## src/design/cmpec_defines.svh

```systemverilog
// Purpose: offsets, field positions and reset values of the comparator
//   control block
// Assumes: APB with 32-bit data, one aligned word per register
// Notes: definitions only
`ifndef CMPEC_DEFINES_SVH
`define CMPEC_DEFINES_SVH

`define CMPEC_NUM_CMP 3
`define CMPEC_ADDR_W 8
// per comparator: control, mode, input mux; stride between comparators; then the one shared reset source register
`define CMPEC_OFF_CTRL 8'h00
`define CMPEC_OFF_MODE 8'h04
`define CMPEC_OFF_MUX 8'h08
`define CMPEC_CMP_STRIDE 8'h10
`define CMPEC_OFF_RSTSRC 8'h30
// control register fields
`define CMPEC_CTRL_EN 7
`define CMPEC_CTRL_OUT 6
`define CMPEC_CTRL_RISE 5
`define CMPEC_CTRL_FALL 4
`define CMPEC_CTRL_HYP_LSB 2
`define CMPEC_CTRL_HYN_LSB 0
// mode register fields
`define CMPEC_MODE_RIE 5
`define CMPEC_MODE_FIE 4
`define CMPEC_MODE_MD_LSB 0
// input mux register fields
`define CMPEC_MUX_NEG_LSB 4
`define CMPEC_MUX_POS_LSB 0
// reset values
`define CMPEC_RST_MODE_SEL 2'h2
`define CMPEC_RST_HYST 2'h0
`define CMPEC_RST_INSEL 2'h0

`endif

```

## src/design/cmpec_pkg.sv

```systemverilog
// Purpose: types for the comparator control block
// Assumes: nothing beyond the defines header
// Notes: one struct per comparator for analog-facing controls
package cmpec_pkg;

  typedef struct packed {
    logic power_on;
    logic [1:0] response_sel;
    logic [1:0] pos_hyst_sel;
    logic [1:0] neg_hyst_sel;
    logic [1:0] pos_input_sel;
    logic [1:0] neg_input_sel;
  } cmpec_ana_ctl_t;

  typedef struct packed {
    logic cmp_on;
    logic rise_seen_flag;
    logic fall_seen_flag;
    logic [1:0] pos_hyst_sel;
    logic [1:0] neg_hyst_sel;
    logic rise_irq_en;
    logic fall_irq_en;
    logic [1:0] response_sel;
    logic [1:0] pos_input_sel;
    logic [1:0] neg_input_sel;
  } cmpec_cfg_t;

endpackage

```

## src/design/cmpec_top.sv

```systemverilog
// Purpose: register, flag and output logic around three analog comparators
// Assumes: APB slave on mclk; raw comparator results are asynchronous
// Notes: raw outputs are purely combinational so they work with mclk off
//
// The register addresses and register access over APB are this design's own decisions.
`timescale 1ns/1ps
`include "cmpec_defines.svh"

// Function
// three identical comparators; only comparator zero feeds a reset source.
// each comparator has a clocked latched output and an unclocked raw output.
// raw output follows comparator result even with the system clock stopped.
// two-bit positive input select and two-bit negative input select each.
// disabled comparator drives pin outputs low and has its power removed.
// response time chosen by software in mode register; slower saves power.
// independent positive and negative hysteresis fields, each can be off.
// high-to-low output change sets the falling-edge flag.
// low-to-high output change sets the rising-edge flag.
// edge flags stay set until software writes zero to them.
// reading the output status bit returns the present output level.
// enable bit one turns comparator on, zero turns it off.
// interrupt may come from rising edge, falling edge or both.
// software should clear edge flags shortly after enabling or retuning.
// control register bits: 7 enable, 6 output, 5 rise flag, 4 fall flag.
// mode register bit 5 rise interrupt enable, bit 4 fall, reset zero.
// response mode 0 fastest through 3 slowest; reset selects mode 2.
// hysteresis code 00 off, 01 to 11 increasing amounts.
// interrupt request held while a flag and its enable are both set.
// raw result passes two flip-flops; edges detected on synchronised value.
module cmpec_top
  import cmpec_pkg::*;
(
  input wire logic mclk,
  input wire logic rstn,
  input wire logic psel,
  input wire logic penable,
  input wire logic pwrite,
  input wire logic [31:0] paddr,
  input wire logic [31:0] pwdata,
  input wire logic [3:0] pstrb,
  output logic [31:0] prdata,
  output logic pready,
  output logic pslverr,
  input wire logic [2:0] cmp_result,
  output cmpec_ana_ctl_t [2:0] ana_ctl,
  output logic [2:0] raw_out,
  output logic [2:0] latched_out,
  output logic [2:0] cmp_irq,
  output logic cmp0_reset_req
);

  localparam int N = `CMPEC_NUM_CMP;

  cmpec_cfg_t [N-1:0] cfg_r;
  cmpec_cfg_t [N-1:0] cfg_nxt;
  logic [N-1:0] sync1_r;
  logic [N-1:0] sync2_r;
  logic [N-1:0] prev_r;
  logic [N-1:0] sync_nxt;
  logic [N-1:0] latched_r;
  logic [N-1:0] latched_nxt;
  logic [N-1:0] irq_r;
  logic [N-1:0] irq_nxt;
  logic [31:0] prdata_r;
  logic [31:0] prdata_nxt;
  logic rst_en_r;
  logic rst_en_nxt;
  logic rst_req_r;
  logic rst_req_nxt;
  logic [7:0] addr;
  logic wr_acc;
  logic rd_acc;
  logic hit;
  logic in_range;
  logic wr_en;
  logic sel_rstsrc;
  logic [N-1:0] sel_ctrl;
  logic [N-1:0] sel_mode;
  logic [N-1:0] sel_mux;
  logic [N-1:0] rise_ev;
  logic [N-1:0] fall_ev;
  logic [1:0] settle_r;
  logic [1:0] settle_nxt;

  assign addr = paddr[7:0];
  // any upper address bit set makes the access unmapped
  assign in_range = (paddr[31:8] == 24'h0);
  assign wr_acc = psel & penable & pwrite;
  assign rd_acc = psel & penable & ~pwrite;
  // every register sits in byte lane zero
  assign wr_en = wr_acc & pstrb[0];
  assign pready = 1'b1;
  assign sel_rstsrc = in_range & (addr == `CMPEC_OFF_RSTSRC);

  // one address match per comparator and register
  for (genvar g = 0; g < N; g++)
  begin : g_dec
    assign sel_ctrl[g] = in_range &
      (addr == 8'(`CMPEC_OFF_CTRL + g * `CMPEC_CMP_STRIDE));
    assign sel_mode[g] = in_range &
      (addr == 8'(`CMPEC_OFF_MODE + g * `CMPEC_CMP_STRIDE));
    assign sel_mux[g] = in_range &
      (addr == 8'(`CMPEC_OFF_MUX + g * `CMPEC_CMP_STRIDE));
  end

  // raw path: combinational gate only, no clock involved
  always_comb
  begin
    for (int i = 0; i < N; i++)
    begin
      raw_out[i] = cmp_result[i] & cfg_r[i].cmp_on;
    end
  end

  // analog-facing controls
  always_comb
  begin
    for (int i = 0; i < N; i++)
    begin
      ana_ctl[i].power_on = cfg_r[i].cmp_on;
      ana_ctl[i].response_sel = cfg_r[i].response_sel;
      ana_ctl[i].pos_hyst_sel = cfg_r[i].pos_hyst_sel;
      ana_ctl[i].neg_hyst_sel = cfg_r[i].neg_hyst_sel;
      ana_ctl[i].pos_input_sel = cfg_r[i].pos_input_sel;
      ana_ctl[i].neg_input_sel = cfg_r[i].neg_input_sel;
    end
  end

  // synchroniser and edge history
  always_comb
  begin
    sync_nxt = cmp_result & {cfg_r[2].cmp_on, cfg_r[1].cmp_on,
      cfg_r[0].cmp_on};
    latched_nxt = sync2_r;
    // comparator zero may reset the chip only once its chain has refilled
    if (!cfg_r[0].cmp_on)
    begin
      settle_nxt = 2'h0;
    end
    else if (!settle_r[1])
    begin
      settle_nxt = settle_r + 2'h1;
    end
    else
    begin
      settle_nxt = settle_r;
    end
  end

  always_ff @(posedge mclk or negedge rstn)
  begin
    if (!rstn)
    begin
      sync1_r <= 3'h0;
      sync2_r <= 3'h0;
      prev_r <= 3'h0;
      latched_r <= 3'h0;
      settle_r <= 2'h0;
    end
    else
    begin
      sync1_r <= sync_nxt;
      sync2_r <= sync1_r;
      prev_r <= sync2_r;
      latched_r <= latched_nxt;
      settle_r <= settle_nxt;
    end
  end

  assign latched_out = latched_r;

  // edges are taken from the synchronised value only
  assign rise_ev = sync2_r & ~prev_r;
  assign fall_ev = ~sync2_r & prev_r;

  // register writes, flags and interrupt requests
  always_comb
  begin
    cfg_nxt = cfg_r;
    rst_en_nxt = rst_en_r;
    for (int i = 0; i < N; i++)
    begin
      if (wr_en && sel_ctrl[i])
      begin
        cfg_nxt[i].cmp_on = pwdata[`CMPEC_CTRL_EN];
        // write of zero clears, write of one leaves the flag alone
        if (!pwdata[`CMPEC_CTRL_RISE])
        begin
          cfg_nxt[i].rise_seen_flag = 1'b0;
        end
        if (!pwdata[`CMPEC_CTRL_FALL])
        begin
          cfg_nxt[i].fall_seen_flag = 1'b0;
        end
        cfg_nxt[i].pos_hyst_sel = pwdata[`CMPEC_CTRL_HYP_LSB +: 2];
        cfg_nxt[i].neg_hyst_sel = pwdata[`CMPEC_CTRL_HYN_LSB +: 2];
      end
      else if (wr_en && sel_mode[i])
      begin
        cfg_nxt[i].rise_irq_en = pwdata[`CMPEC_MODE_RIE];
        cfg_nxt[i].fall_irq_en = pwdata[`CMPEC_MODE_FIE];
        cfg_nxt[i].response_sel = pwdata[`CMPEC_MODE_MD_LSB +: 2];
      end
      else if (wr_en && sel_mux[i])
      begin
        cfg_nxt[i].pos_input_sel = pwdata[`CMPEC_MUX_POS_LSB +: 2];
        cfg_nxt[i].neg_input_sel = pwdata[`CMPEC_MUX_NEG_LSB +: 2];
      end
      // edge set wins over a same-cycle clear
      if (rise_ev[i])
      begin
        cfg_nxt[i].rise_seen_flag = 1'b1;
      end
      if (fall_ev[i])
      begin
        cfg_nxt[i].fall_seen_flag = 1'b1;
      end
      irq_nxt[i] = (cfg_nxt[i].rise_seen_flag & cfg_nxt[i].rise_irq_en) |
        (cfg_nxt[i].fall_seen_flag & cfg_nxt[i].fall_irq_en);
    end
    if (wr_en && sel_rstsrc)
    begin
      rst_en_nxt = pwdata[0];
    end
    // only comparator zero can request a reset, when low and enabled,
    // and only after its chain holds samples taken while enabled
    rst_req_nxt = rst_en_nxt & cfg_nxt[0].cmp_on & ~sync2_r[0] &
      settle_r[1];
  end

  always_ff @(posedge mclk or negedge rstn)
  begin
    if (!rstn)
    begin
      for (int i = 0; i < N; i++)
      begin
        cfg_r[i] <= '{cmp_on: 1'b0, rise_seen_flag: 1'b0,
          fall_seen_flag: 1'b0, pos_hyst_sel: `CMPEC_RST_HYST,
          neg_hyst_sel: `CMPEC_RST_HYST, rise_irq_en: 1'b0,
          fall_irq_en: 1'b0, response_sel: `CMPEC_RST_MODE_SEL,
          pos_input_sel: `CMPEC_RST_INSEL,
          neg_input_sel: `CMPEC_RST_INSEL};
      end
      irq_r <= 3'h0;
      rst_en_r <= 1'b0;
      rst_req_r <= 1'b0;
    end
    else
    begin
      cfg_r <= cfg_nxt;
      irq_r <= irq_nxt;
      rst_en_r <= rst_en_nxt;
      rst_req_r <= rst_req_nxt;
    end
  end

  assign cmp_irq = irq_r;
  assign cmp0_reset_req = rst_req_r;

  // read mux, registered on the setup phase for data in access phase
  always_comb
  begin
    prdata_nxt = 32'h0;
    hit = 1'b0;
    for (int i = 0; i < N; i++)
    begin
      if (sel_ctrl[i])
      begin
        hit = 1'b1;
        prdata_nxt[`CMPEC_CTRL_EN] = cfg_r[i].cmp_on;
        prdata_nxt[`CMPEC_CTRL_OUT] = sync2_r[i];
        prdata_nxt[`CMPEC_CTRL_RISE] = cfg_r[i].rise_seen_flag;
        prdata_nxt[`CMPEC_CTRL_FALL] = cfg_r[i].fall_seen_flag;
        prdata_nxt[`CMPEC_CTRL_HYP_LSB +: 2] = cfg_r[i].pos_hyst_sel;
        prdata_nxt[`CMPEC_CTRL_HYN_LSB +: 2] = cfg_r[i].neg_hyst_sel;
      end
      else if (sel_mode[i])
      begin
        hit = 1'b1;
        prdata_nxt[`CMPEC_MODE_RIE] = cfg_r[i].rise_irq_en;
        prdata_nxt[`CMPEC_MODE_FIE] = cfg_r[i].fall_irq_en;
        prdata_nxt[`CMPEC_MODE_MD_LSB +: 2] = cfg_r[i].response_sel;
      end
      else if (sel_mux[i])
      begin
        hit = 1'b1;
        prdata_nxt[`CMPEC_MUX_POS_LSB +: 2] = cfg_r[i].pos_input_sel;
        prdata_nxt[`CMPEC_MUX_NEG_LSB +: 2] = cfg_r[i].neg_input_sel;
      end
    end
    if (sel_rstsrc)
    begin
      hit = 1'b1;
      prdata_nxt[0] = rst_en_r;
    end
    if (paddr[31:8] != 24'h0)
    begin
      hit = 1'b0;
      prdata_nxt = 32'h0;
    end
  end

  always_ff @(posedge mclk or negedge rstn)
  begin
    if (!rstn)
    begin
      prdata_r <= 32'h0;
    end
    else
    begin
      prdata_r <= prdata_nxt;
    end
  end

  assign prdata = rd_acc ? prdata_r : 32'h0;
  assign pslverr = psel & penable & ~hit;

endmodule

```

## config.mk

```make
export PLATFORM = sky130hd
export DESIGN_NAME = cmpec_top
export DESIGN_NICKNAME = d
export VERILOG_FILES = /design/src/design/cmpec_pkg.sv /design/src/design/cmpec_top.sv
export VERILOG_INCLUDE_DIRS = /design/src /design/src/design
export SDC_FILE = /design/constraint.sdc
export NUM_CORES = 1
export LEC_CHECK = 0
export ABC_AREA = 1
export BUFFER_PORTS_ARGS = -buffer_cell sky130_fd_sc_hd__buf_2
export CAP_MARGIN = 30
export CORE_MARGIN = 2
export CORE_UTILIZATION = 49
export CTS_CLUSTER_SIZE = 30
export DETAILED_ROUTE_END_ITERATION = 6
export PLACE_DENSITY = 0.81
export SLEW_MARGIN = 20
export SYNTH_ARGS = -nofsm -noshare
export SYNTH_HDL_FRONTEND = slang
export SYNTH_SLANG_ARGS = --single-unit
```

## constraint.sdc

```tcl
create_clock -name mclk -period 2 [get_ports mclk]
set_input_delay 0.4 -clock mclk [delete_from_list [all_inputs] [get_ports mclk]]
set_output_delay 0.4 -clock mclk [all_outputs]
set_load 0.01 [all_outputs]
```

# After elaboration in Yosys (flattened, before gate mapping)
# Cells that the tools add are included.
# word_totals
wordCells	181
out_inout_bits	77
reg_bits	93
# classes
eq_ne	10
muxes	68
addsub	1
bitwise	44
reduce_logical	19
# op_table
op	count
$mux 2	26
$mux 4	9
$eq 8x6->1 const B	4
$mux 32	1
$mux 8	4
$and 1x1->1	27
$mux 1	25
$eq 8x5->1 const B	3
$logic_not 24->1	1
$reduce_bool 24->1	1
$mux 6	2
$logic_and 1x1->1	10
$and 3x3->3	3
$not 1->1	9
$reduce_and 3->1	3
$eq 8x3->1 const B	1
$eq 8x4->1 const B	1
$logic_not 8->1	1
$mux 7	1
$not 3->3	2
$reduce_and 2->1	3
$or 1x1->1	3
$add 2x1->2 const B	1
$ne 2x2->1 const B	1

# Depth between registers and ports, before layout
# Gate-level depths: netlist of the first run.
# depth
ltp_word	15
mapped_depth	16

# Worst setup path after synthesis of the first run
# No wires, ideal clock.
# synth_timing
kind	input to output
from	in paddr[11]
to	out pslverr
cell_stages	10
n_path_buf	0
path_slack_ns	0.172
t_arrival_ns	1.428
t_required_ns	1.600
cell_sequence	nor2_1 -> nand2_1 -> nor2_2 -> nand3_4 -> nor2_1 -> nand2_1 -> nand2_1 -> nor2_1 -> nand4_1 -> a21oi_1
# synth_between
elab_chain_cells	15
word_cells_on_any_way	25
classes_between	11 x mux; 12 x bitwise; 2 x reduce/logical
# synth_lines
item	line_no	source
start, declared	cmpec_top.sv:38	input wire logic [31:0] paddr,
$logic_not 24->1	cmpec_top.sv:87	assign in_range = (paddr[31:8] == 24'h0);
$and 1x1->1	cmpec_top.sv:102	assign sel_mux[g] = in_range &
$mux 1	cmpec_top.sv:284	else if (sel_mux[i])
$mux 1	cmpec_top.sv:277	else if (sel_mode[i])
$mux 1	cmpec_top.sv:267	if (sel_ctrl[i])
$mux 1	cmpec_top.sv:284	
$mux 1	cmpec_top.sv:277	
$mux 1	cmpec_top.sv:267	
$mux 1	cmpec_top.sv:284	
$mux 1	cmpec_top.sv:277	
$mux 1	cmpec_top.sv:267	
$mux 1	cmpec_top.sv:291	if (sel_rstsrc)
$mux 1 (*)	cmpec_top.sv:296	if (paddr[31:8] != 24'h0)
$not 1->1 (*)	cmpec_top.sv:316	assign pslverr = psel & penable & ~hit;
$and 1x1->1 (*)	cmpec_top.sv:316	
end, declared	cmpec_top.sv:43	output logic pslverr,
# Every way passes the cells marked *; elsewhere a longest branch is shown, timed or not.

# Worst setup path in the final report of the first run
# layout_timing
from	in paddr[12]
to	out pslverr
# The elaborated chain is that of the path after synthesis.

==> results.cfg, run 1 <==
[yosys]
synthArstFlopShare_pct = 100.0
syn_avg_cell_area_um2 = 8.261
synth.largest_area_cell = dfrtp_1
ys_top_cells_by_area = dfrtp_1 44%, buf_4 12%, nand2_1 9.7%
synth-edff-count = 0
syn_inst = 455
synthesis.area_um2 = 3759
yosys_warnings = 0
yosysTopAreaCellShare_pct = 43.94
ys_ff_latch = 69
synthFlopType = dfrtp_1
synth.distinct_cells = 34
seq_area_frac_synth_pct = 46.04

[die]
start_util_pct = 51.27
die_area_um2 = 8387
num_io_pins = 153
core_um2 = 7331
die_y_um = 91.58
die_x_um = 91.58
num_rows = 31

[clock_network]
cts_root_buffer = clkbuf_8
hold_buffers = 0
htree_levels = 3
clk_pin_slew_ns = 0.08
cts.path.max_buffers = 2
cts_made_buffers = 9
cts.sinks = 69
clock_latency_ns = 0.35
tritoncts = yes

[timing]
drv_slew = 0
setup_slack_ns = -0.1734
max_freq_mhz = 460.1
post-route-min-period_ns = 2.173
finalSetupTns_ns = -0.3047
finalHoldViolations = 0
final.setup_skew_ns = 0.009081
setup_viol = 2
finalCritPeriodShare_pct = 108.7
grt_setup_unrepaired = true
holdWs_ns = 0.05202

[min_path]
min_path_type = in2async

[route]
num_vias = 3528
drt_pass1_iterations = 7
route.detailed.wl_per_inst_um = 14.99
drt_iter0_drc = 313
via_per_inst = 5.113
drc = 0
ant_nets = 0
routed_wl_um = 10350

[worst_setup_path]
path_buf_inv = 3
slowest_stage = buf_6
crit_chain = buf_2 -> nor2_2 -> nand2_2 -> nor2_4 -> nand3_4 -> buf_6 -> nor3_4 -> a31oi_1 -> nand4_1 -> a21oi_1 -> buf_2
r2r_end = prdata_r[0]
critPathKind = in2out
r2r_slack_ns = 0.64
r2r_start = ana_ctl[8]
critPathTopFamily = simple AND/OR/NAND/NOR gates
startpoint_type = primary input
reg2reg_depth = 10
worst_setup_path_end_kind = output pin
critPathArrivalTime_ns = 1.77
cp_max_fo = 5
cp.required_ns = 1.60
crit_top_cell = buf_2
critPathMaxStageDelay_ns = 0.17

[cells_and_area]
layout_commonest_cell = nand2_1
antenna_cells = 0
final_cell_mix = 92 x nand2_1, 87 x buf_2, 66 x dfrtp_1, 59 x buf_4, 45 x inv_1
final_nets = 663
fin_area_um2 = 4927
layout-drive-gt1-share_pct = 41.12
layoutNonFillerInstCount = 690
area_growth_pct = 31.09

[placement]
placed_area_um2 = 4267
dp_cells = 644
place_congestion = 0.9615
port_buffers = 99
hpwl_um = 6603

[outcome]
status = complete, but fails checks
violations = negative setup slack

[global_routing]
antenna_found_initial = 0
grt_max_degree = 70
grtUsageTotal_pct = 24.42
grt_pass1_vias = 3348
grt.overflow.total = 0
grt_pass1_wl_um = 15810

[power_and_ir_drop]
peakVddDrop_uv = 386.5
power_density_nw_per_um2 = 585.1
leakage_nw = 2.609

[flow_run]
cap_violations = 0
==> cell usage after synthesis, drive strengths merged, types with 3 or more instances <==
cell type / n
o211ai: 6
or2: 4
dfrtp: 66
buf: 60
nand2: 102
nand4: 4
nor2: 44
a21oi: 15
nand3: 16
dfstp: 3
clkbuf: 4
a22o: 3
inv: 57
o21ai: 62
==> repair_timing <==
item / in CTS / in global routing
setup endpoints to repair: 1 / 10
pin swaps: 21 / 25
resized for setup: 18 / 35
setup buffers: 28 / 6
hold endpoints to repair: 0 / 0
==> layer usage <==
layer | vias up | GRT usage [%] | wire, um
met2 | 207 | 41.61 | 5214
met4 | 0 | 13.26 | 374
met5 | - | 0 | 0
li1 | 1642 | - | -
met1 | 1648 | 27.89 | 3947
met3 | 31 | 6.307 | 809
==> flip-flops by register name (all words and copies together) (netlist names) <==
register	cells
ana_ctl	33
prdata_r	8
cmp_irq	3
rst_en_r	1
cmp0_reset_req	1
sync1_r	3
cfg_r	12
latched_nxt	3
settle_r	2
latched_out	3
==> metrics by stage <==
step	total power [mW]	util [%]	worst slack, ns
after floorplan	1.528	-	0.1723
after global placement	1.595	58.20	-0.09337
after detailed placement	1.598	58.20	-0.09121
after CTS	2.877	65.20	-0.02051
after global routing	2.990	67.21	-0.2349
final	2.883	67.21	-0.1734
==> cell families (layout without fill, tap and decap cells) <==
family,after synthesis,in the layout,synth area share (%)
other,2,25,0.1998
buffers and inverters,122,235,18.24
AOI/OAI and AO/OA,89,89,12.82
DFF,69,69,46.04
and+or+nand+nor,173,173,22.70
==> how the worst max path moves through the flow <==
stage | startpoint | slack (ns) | to | cells after the start
3_5_place_dp | paddr[1] | -0.09 | pslverr | 12
2_1_floorplan | paddr[11] | 0.17 | pslverr | 10
5_1_grt | paddr[20] | -0.23 | prdata_r[0] | 18
4_1_cts | paddr[24] | -0.02 | pslverr | 12
6_report | paddr[12] | -0.17 | pslverr | 11
3_3_place_gp | paddr[1] | -0.09 | pslverr | 12
==> cell type report <==
class / instances / area, um^2
clock buffer: 10 / 137.6
clock inverter: 5 / 83.83
fill: 573 / 2404
inverter: 58 / 225.2
multi-input combinational: 287 / 1541
sequential: 69 / 1730
tap: 99 / 123.9
timing repair buffer: 162 / 1085
==> power by group <==
group,total [mW],switching [mW],internal [mW]
logic,0.209,0.132,0.0766
clock network,1.27,0.541,0.733
registers,1.40,0.00162,1.40
No activity file was read; power rests on OpenSTA's default activity.
==> run 2, diff against run 1 <==
- CORE_MARGIN: 2 -> unset
- SETUP_SLACK_MARGIN: unset -> 0.4
==> results.cfg, run 2 (synthesized netlist as in run 1, its figures left out) <==
[die]
die_x_um = 89.58
die_y_um = 89.58
core_um2 = 7331
num_rows = 31
num_io_pins = 153
start_util_pct = 51.27
die_area_um2 = 8025

[cells_and_area]
largest_register_ffs = 33
final_cell_mix = 82 x buf_2, 75 x nand2_1, 66 x dfrtp_1, 42 x inv_1, 39 x buf_4
antenna_cells = 0
final_nets = 662
area_growth_pct = 40.81
fin_area_um2 = 5293
layout_commonest_cell = buf_2
layout-drive-gt1-share_pct = 49.07

[route]
routed_wl_um = 10340
drt_iter0_drc = 303
ant_nets = 0
via_per_inst = 5.103
drt_pass1_iterations = 5
route.detailed.wl_per_inst_um = 14.98
drc = 0
num_vias = 3521

[timing]
post-route-min-period_ns = 2.018
setup_viol = 1
drv_slew = 0
grt_setup_unrepaired = true
finalHoldViolations = 0
setup_slack_ns = -0.01804
final.setup_skew_ns = 0.01187
max_freq_mhz = 495.5
finalCritPeriodShare_pct = 100.9

[clock_network]
cts_root_buffer = clkbuf_8
cts.sinks = 69
tritoncts = yes
htree_levels = 3
cts.path.max_buffers = 2
clock_latency_ns = 0.35
hold_buffers = 0
clk_pin_slew_ns = 0.07
cts_made_buffers = 9

[power_and_ir_drop]
leakage_nw = 2.729
peakVddDrop_uv = 614.3
switching_share_pct = 24.56
p_sw_uw = 682.0
power_frac_clock_pct = 41.0
finalPower_mw = 2.776
internal_power_mw = 2.095
seq_power_share_pct = 50.4
power_density_nw_per_um2 = 524.6
comb_power_share_pct = 8.5

[global_routing]
grtUsageTotal_pct = 25.50
grt_pass1_wl_um = 14870
grt_pass1_vias = 3201
grt_max_degree = 70
grt.overflow.total = 0
antenna_found_initial = 0

[placement]
placed_area_um2 = 4293
place_congestion = 0.8858
hpwl_um = 6400
port_buffers = 99

[outcome]
status = complete, but fails checks
violations = negative setup slack

[worst_setup_path]
path_buf_inv = 2
critPathMaxStageDelay_ns = 0.17
critPathArrivalTime_ns = 1.62
startpoint_type = primary input
worst_setup_path_end_kind = output pin
crit_top_cell = nor2_4
critPathTopFamily = simple AND/OR/NAND/NOR gates
critPathKind = in2out
crit_chain = buf_6 -> nor2_4 -> nand2_2 -> nor2_4 -> nand3_4 -> nor2_4 -> nand2_4 -> nand2_4 -> nor2_1 -> nand4_1 -> a21oi_2 -> buf_2
cp.required_ns = 1.60
slowest_stage = nand3_4
cp_max_fo = 6

[flow_run]
cap_violations = 0

[min_path]
min_path_type = in2async
## run 2: cell count changes in the layout (fill, tap and decap cells not counted), sizes merged
cell      delta
clkinv       +4
clkinvlp     +1
inv          -3
buf          -1
bufinv       -1
## run 2: final cells by class
cell class                      instances  area, um^2
Clock buffer                           10       137.6
Clock inverter                          6       62.56
Fill cell                             517        2038
Inverter                               58       257.7
Multi-Input combinational cell        287        1805
Sequential cell                        69        1730
Tap cell                               99       123.9
Timing Repair Buffer                  161        1175
## run 2: layer usage
layer  wire (um)  share of wire (%)  up-vias  global-route usage [%]
li1            -                  -     1635                       -
met1        3886                 38     1680                   29.46
met2        5480                 53      164                   44.42
met3         603                5.8       42                   6.124
met4         367                3.6        0                   12.55
met5           0                  0        -                       0
## run 2: worst paths after layout
check,start,end,slack [ns],depth (start not counted)
worst max-delay path,paddr[9],pslverr,-0.02,12
worst min-delay path,rstn,sync1_r[2],0.06,2
worst max register to register,ana_ctl[9],prdata_r[1],0.79,6
worst min register to register,sync1_r[0],latched_nxt[0],0.35,0
max in group asynchronous,rstn,ana_ctl[31],1.62,2
min in group mclk,cmp_result[0],sync1_r[0],0.26,3
## run 2: what timing repair did
action                                  4_1_cts  5_1_grt
gates resized for setup                      68       84
buffers inserted                             23       12
gates cloned                                  0        1
endpoints found under the setup margin       10       45
pin swaps                                    35       46
## run 2: stage by stage
step / hold WS, ns / cells / utilization, % / setup TNS (ns) / worst slack, ns
after floorplan: 0.1044 / 478 / - / 0 / 0.2608
after global placement: 0.3315 / 638 / 58.56 / -0.1155 / -0.09468
after detailed placement: 0.3358 / 638 / 58.56 / -0.1740 / -0.1071
after CTS: 0.06550 / 677 / 66.79 / -0.01521 / -0.01521
after global routing: 0.08556 / 690 / 72.20 / -0.2475 / -0.1435
final: 0.05653 / 690 / 72.20 / -0.01804 / -0.01804
## run 2: power groups by stage
| stage | Clock (mW) | Combinational, mW | Sequential, mW |
|---|---|---|---|
| 4_1_cts | 1.15 | 0.200 | 1.40 |
| 3_3_place_gp | 0 | 0.177 | 1.43 |
| 5_1_grt | 1.22 | 0.261 | 1.40 |
| 6_report | 1.14 | 0.236 | 1.40 |
| 2_1_floorplan | 0 | 0.103 | 1.43 |
| 3_5_place_dp | 0 | 0.180 | 1.43 |
==> run 3, diff against run 2 <==
- MAX_ROUTING_LAYER: unset -> met4
==> results.cfg, run 3 (synthesized netlist as in run 1, its figures left out) <==
[worst_setup_path]
slowest_stage = nand3_4
critPathTopFamily = simple AND/OR/NAND/NOR gates
path_buf_inv = 2
crit_top_cell = nor2_4
r2r_start = ana_ctl[9]
r2r_end = prdata_r[1]
cp.required_ns = 1.60
critPathMaxStageDelay_ns = 0.17
reg2reg_depth = 6
crit_chain = buf_6 -> nor2_4 -> nand2_2 -> nor2_4 -> nand3_4 -> nor2_4 -> nand2_4 -> nand2_4 -> nor2_1 -> nand4_1 -> a21oi_2 -> buf_2
critPathArrivalTime_ns = 1.62
r2r_slack_ns = 0.79
cp_max_fo = 6
critPathKind = in2out
worst_setup_path_end_kind = output pin
startpoint_type = primary input

[route]
routed_wl_um = 10400
num_vias = 3506
ant_nets = 0
drt_iter0_drc = 323
route.detailed.wl_per_inst_um = 15.07
via_per_inst = 5.081
drc = 0
drt_pass1_iterations = 7

[cells_and_area]
fillCellCount = 518
final_nets = 662
final_cell_mix = 82 x buf_2, 76 x nand2_1, 66 x dfrtp_1, 42 x inv_1, 39 x buf_4
layout_commonest_cell = buf_2
layoutNonFillerInstCount = 690
antenna_cells = 0
area_growth_pct = 40.75
layout-drive-gt1-share_pct = 48.90
largest_register_ffs = 33

[placement]
dp_cells = 638
place_congestion = 0.9005
hpwl_um = 6400
port_buffers = 99
dp_slack_ns = -0.1071

[timing]
setup_viol = 1
finalHoldViolations = 0
max_freq_mhz = 494.5
finalSetupTns_ns = -0.02212
drv_slew = 0
finalCritPeriodShare_pct = 101.1
grt_setup_unrepaired = true
final.setup_skew_ns = 0.01024
setup_slack_ns = -0.02212
post-route-min-period_ns = 2.022

[power_and_ir_drop]
finalPower_mw = 2.775
peakVddDrop_uv = 617.3
leakage_nw = 2.728
power_density_nw_per_um2 = 524.6

[global_routing]
grt_max_degree = 70
grtUsageTotal_pct = 26.30
grt_pass1_wl_um = 14870
antenna_found_initial = 0
grt.overflow.total = 0
grt_pass1_vias = 3209

[die]
num_io_pins = 153
die_x_um = 89.58
num_rows = 31
die_area_um2 = 8025
start_util_pct = 51.27
core_um2 = 7331
die_y_um = 89.58

[clock_network]
cts_made_buffers = 9
clk_pin_slew_ns = 0.07
tritoncts = yes
hold_buffers = 0
cts_root_buffer = clkbuf_8
cts.path.max_buffers = 2
cts.sinks = 69
htree_levels = 3
clock_latency_ns = 0.35

[min_path]
min_path_type = in2async

[outcome]
violations = negative setup slack
status = complete, but fails checks

[flow_run]
cap_violations = 0
==> run 3: cell counts in the layout (fill, tap and decap cells not counted) <==
Identical to the previous run, type by type.
==> run 3: area by class of cell <==
class | count | area (um^2) | share of cell area, %
inverter | 58 | 257.7 | 4.872
clock buffer | 10 | 137.6 | 2.602
multi-input combinational | 287 | 1803 | 34.08
sequential | 69 | 1730 | 32.71
timing repair buffer | 161 | 1175 | 22.21
tap | 99 | 123.9 | 2.342
clock inverter | 6 | 62.56 | 1.183
==> run 3: power breakdown <==
group | total (mW) | internal, mW | leakage, nW | switching, mW
sequential | 1.40 | 1.40 | 0.887 | 0.00179
clock | 1.14 | 0.605 | 0.0943 | 0.533
combinational | 0.237 | 0.0912 | 1.75 | 0.146
total | 2.77 | 2.09 | 2.73 | 0.680
==> run 3: how the worst max path moves through the flow <==
stage	startpoint	to	slack, ns	depth (start not counted)
after global placement	paddr[1]	pslverr	-0.09	12
after CTS	paddr[15]	pslverr	-0.02	12
after floorplan	paddr[19]	cmp_irq[2]	0.26	11
after detailed placement	paddr[1]	pslverr	-0.11	12
final	paddr[9]	pslverr	-0.02	12
after global routing	paddr[7]	pslverr	-0.15	8
==> run 3: what timing repair did <==
item	in CTS	in global routing
cloned	0	1
setup buffers	23	12
pin swaps	35	45
resized for setup	68	83
setup endpoints to repair	10	45
==> run 3: per-layer routing <==
layer	vias up	global-route usage, %	wire, um
met5	-	-	0
met4	0	12.55	296
met3	37	5.850	726
met2	177	44.42	5466
met1	1655	29.64	3910
li1	1637	-	-
==> run 3: metrics by stage <==
step	hold slack, ns	area (um^2)	util [%]
floorplan	0.1044	3944	-
global placement	0.3315	4293	58.56
detailed placement	0.3358	4293	58.56
CTS	0.06550	4896	66.79
global route	0.08533	5290	72.16
finish	0.05488	5290	72.16
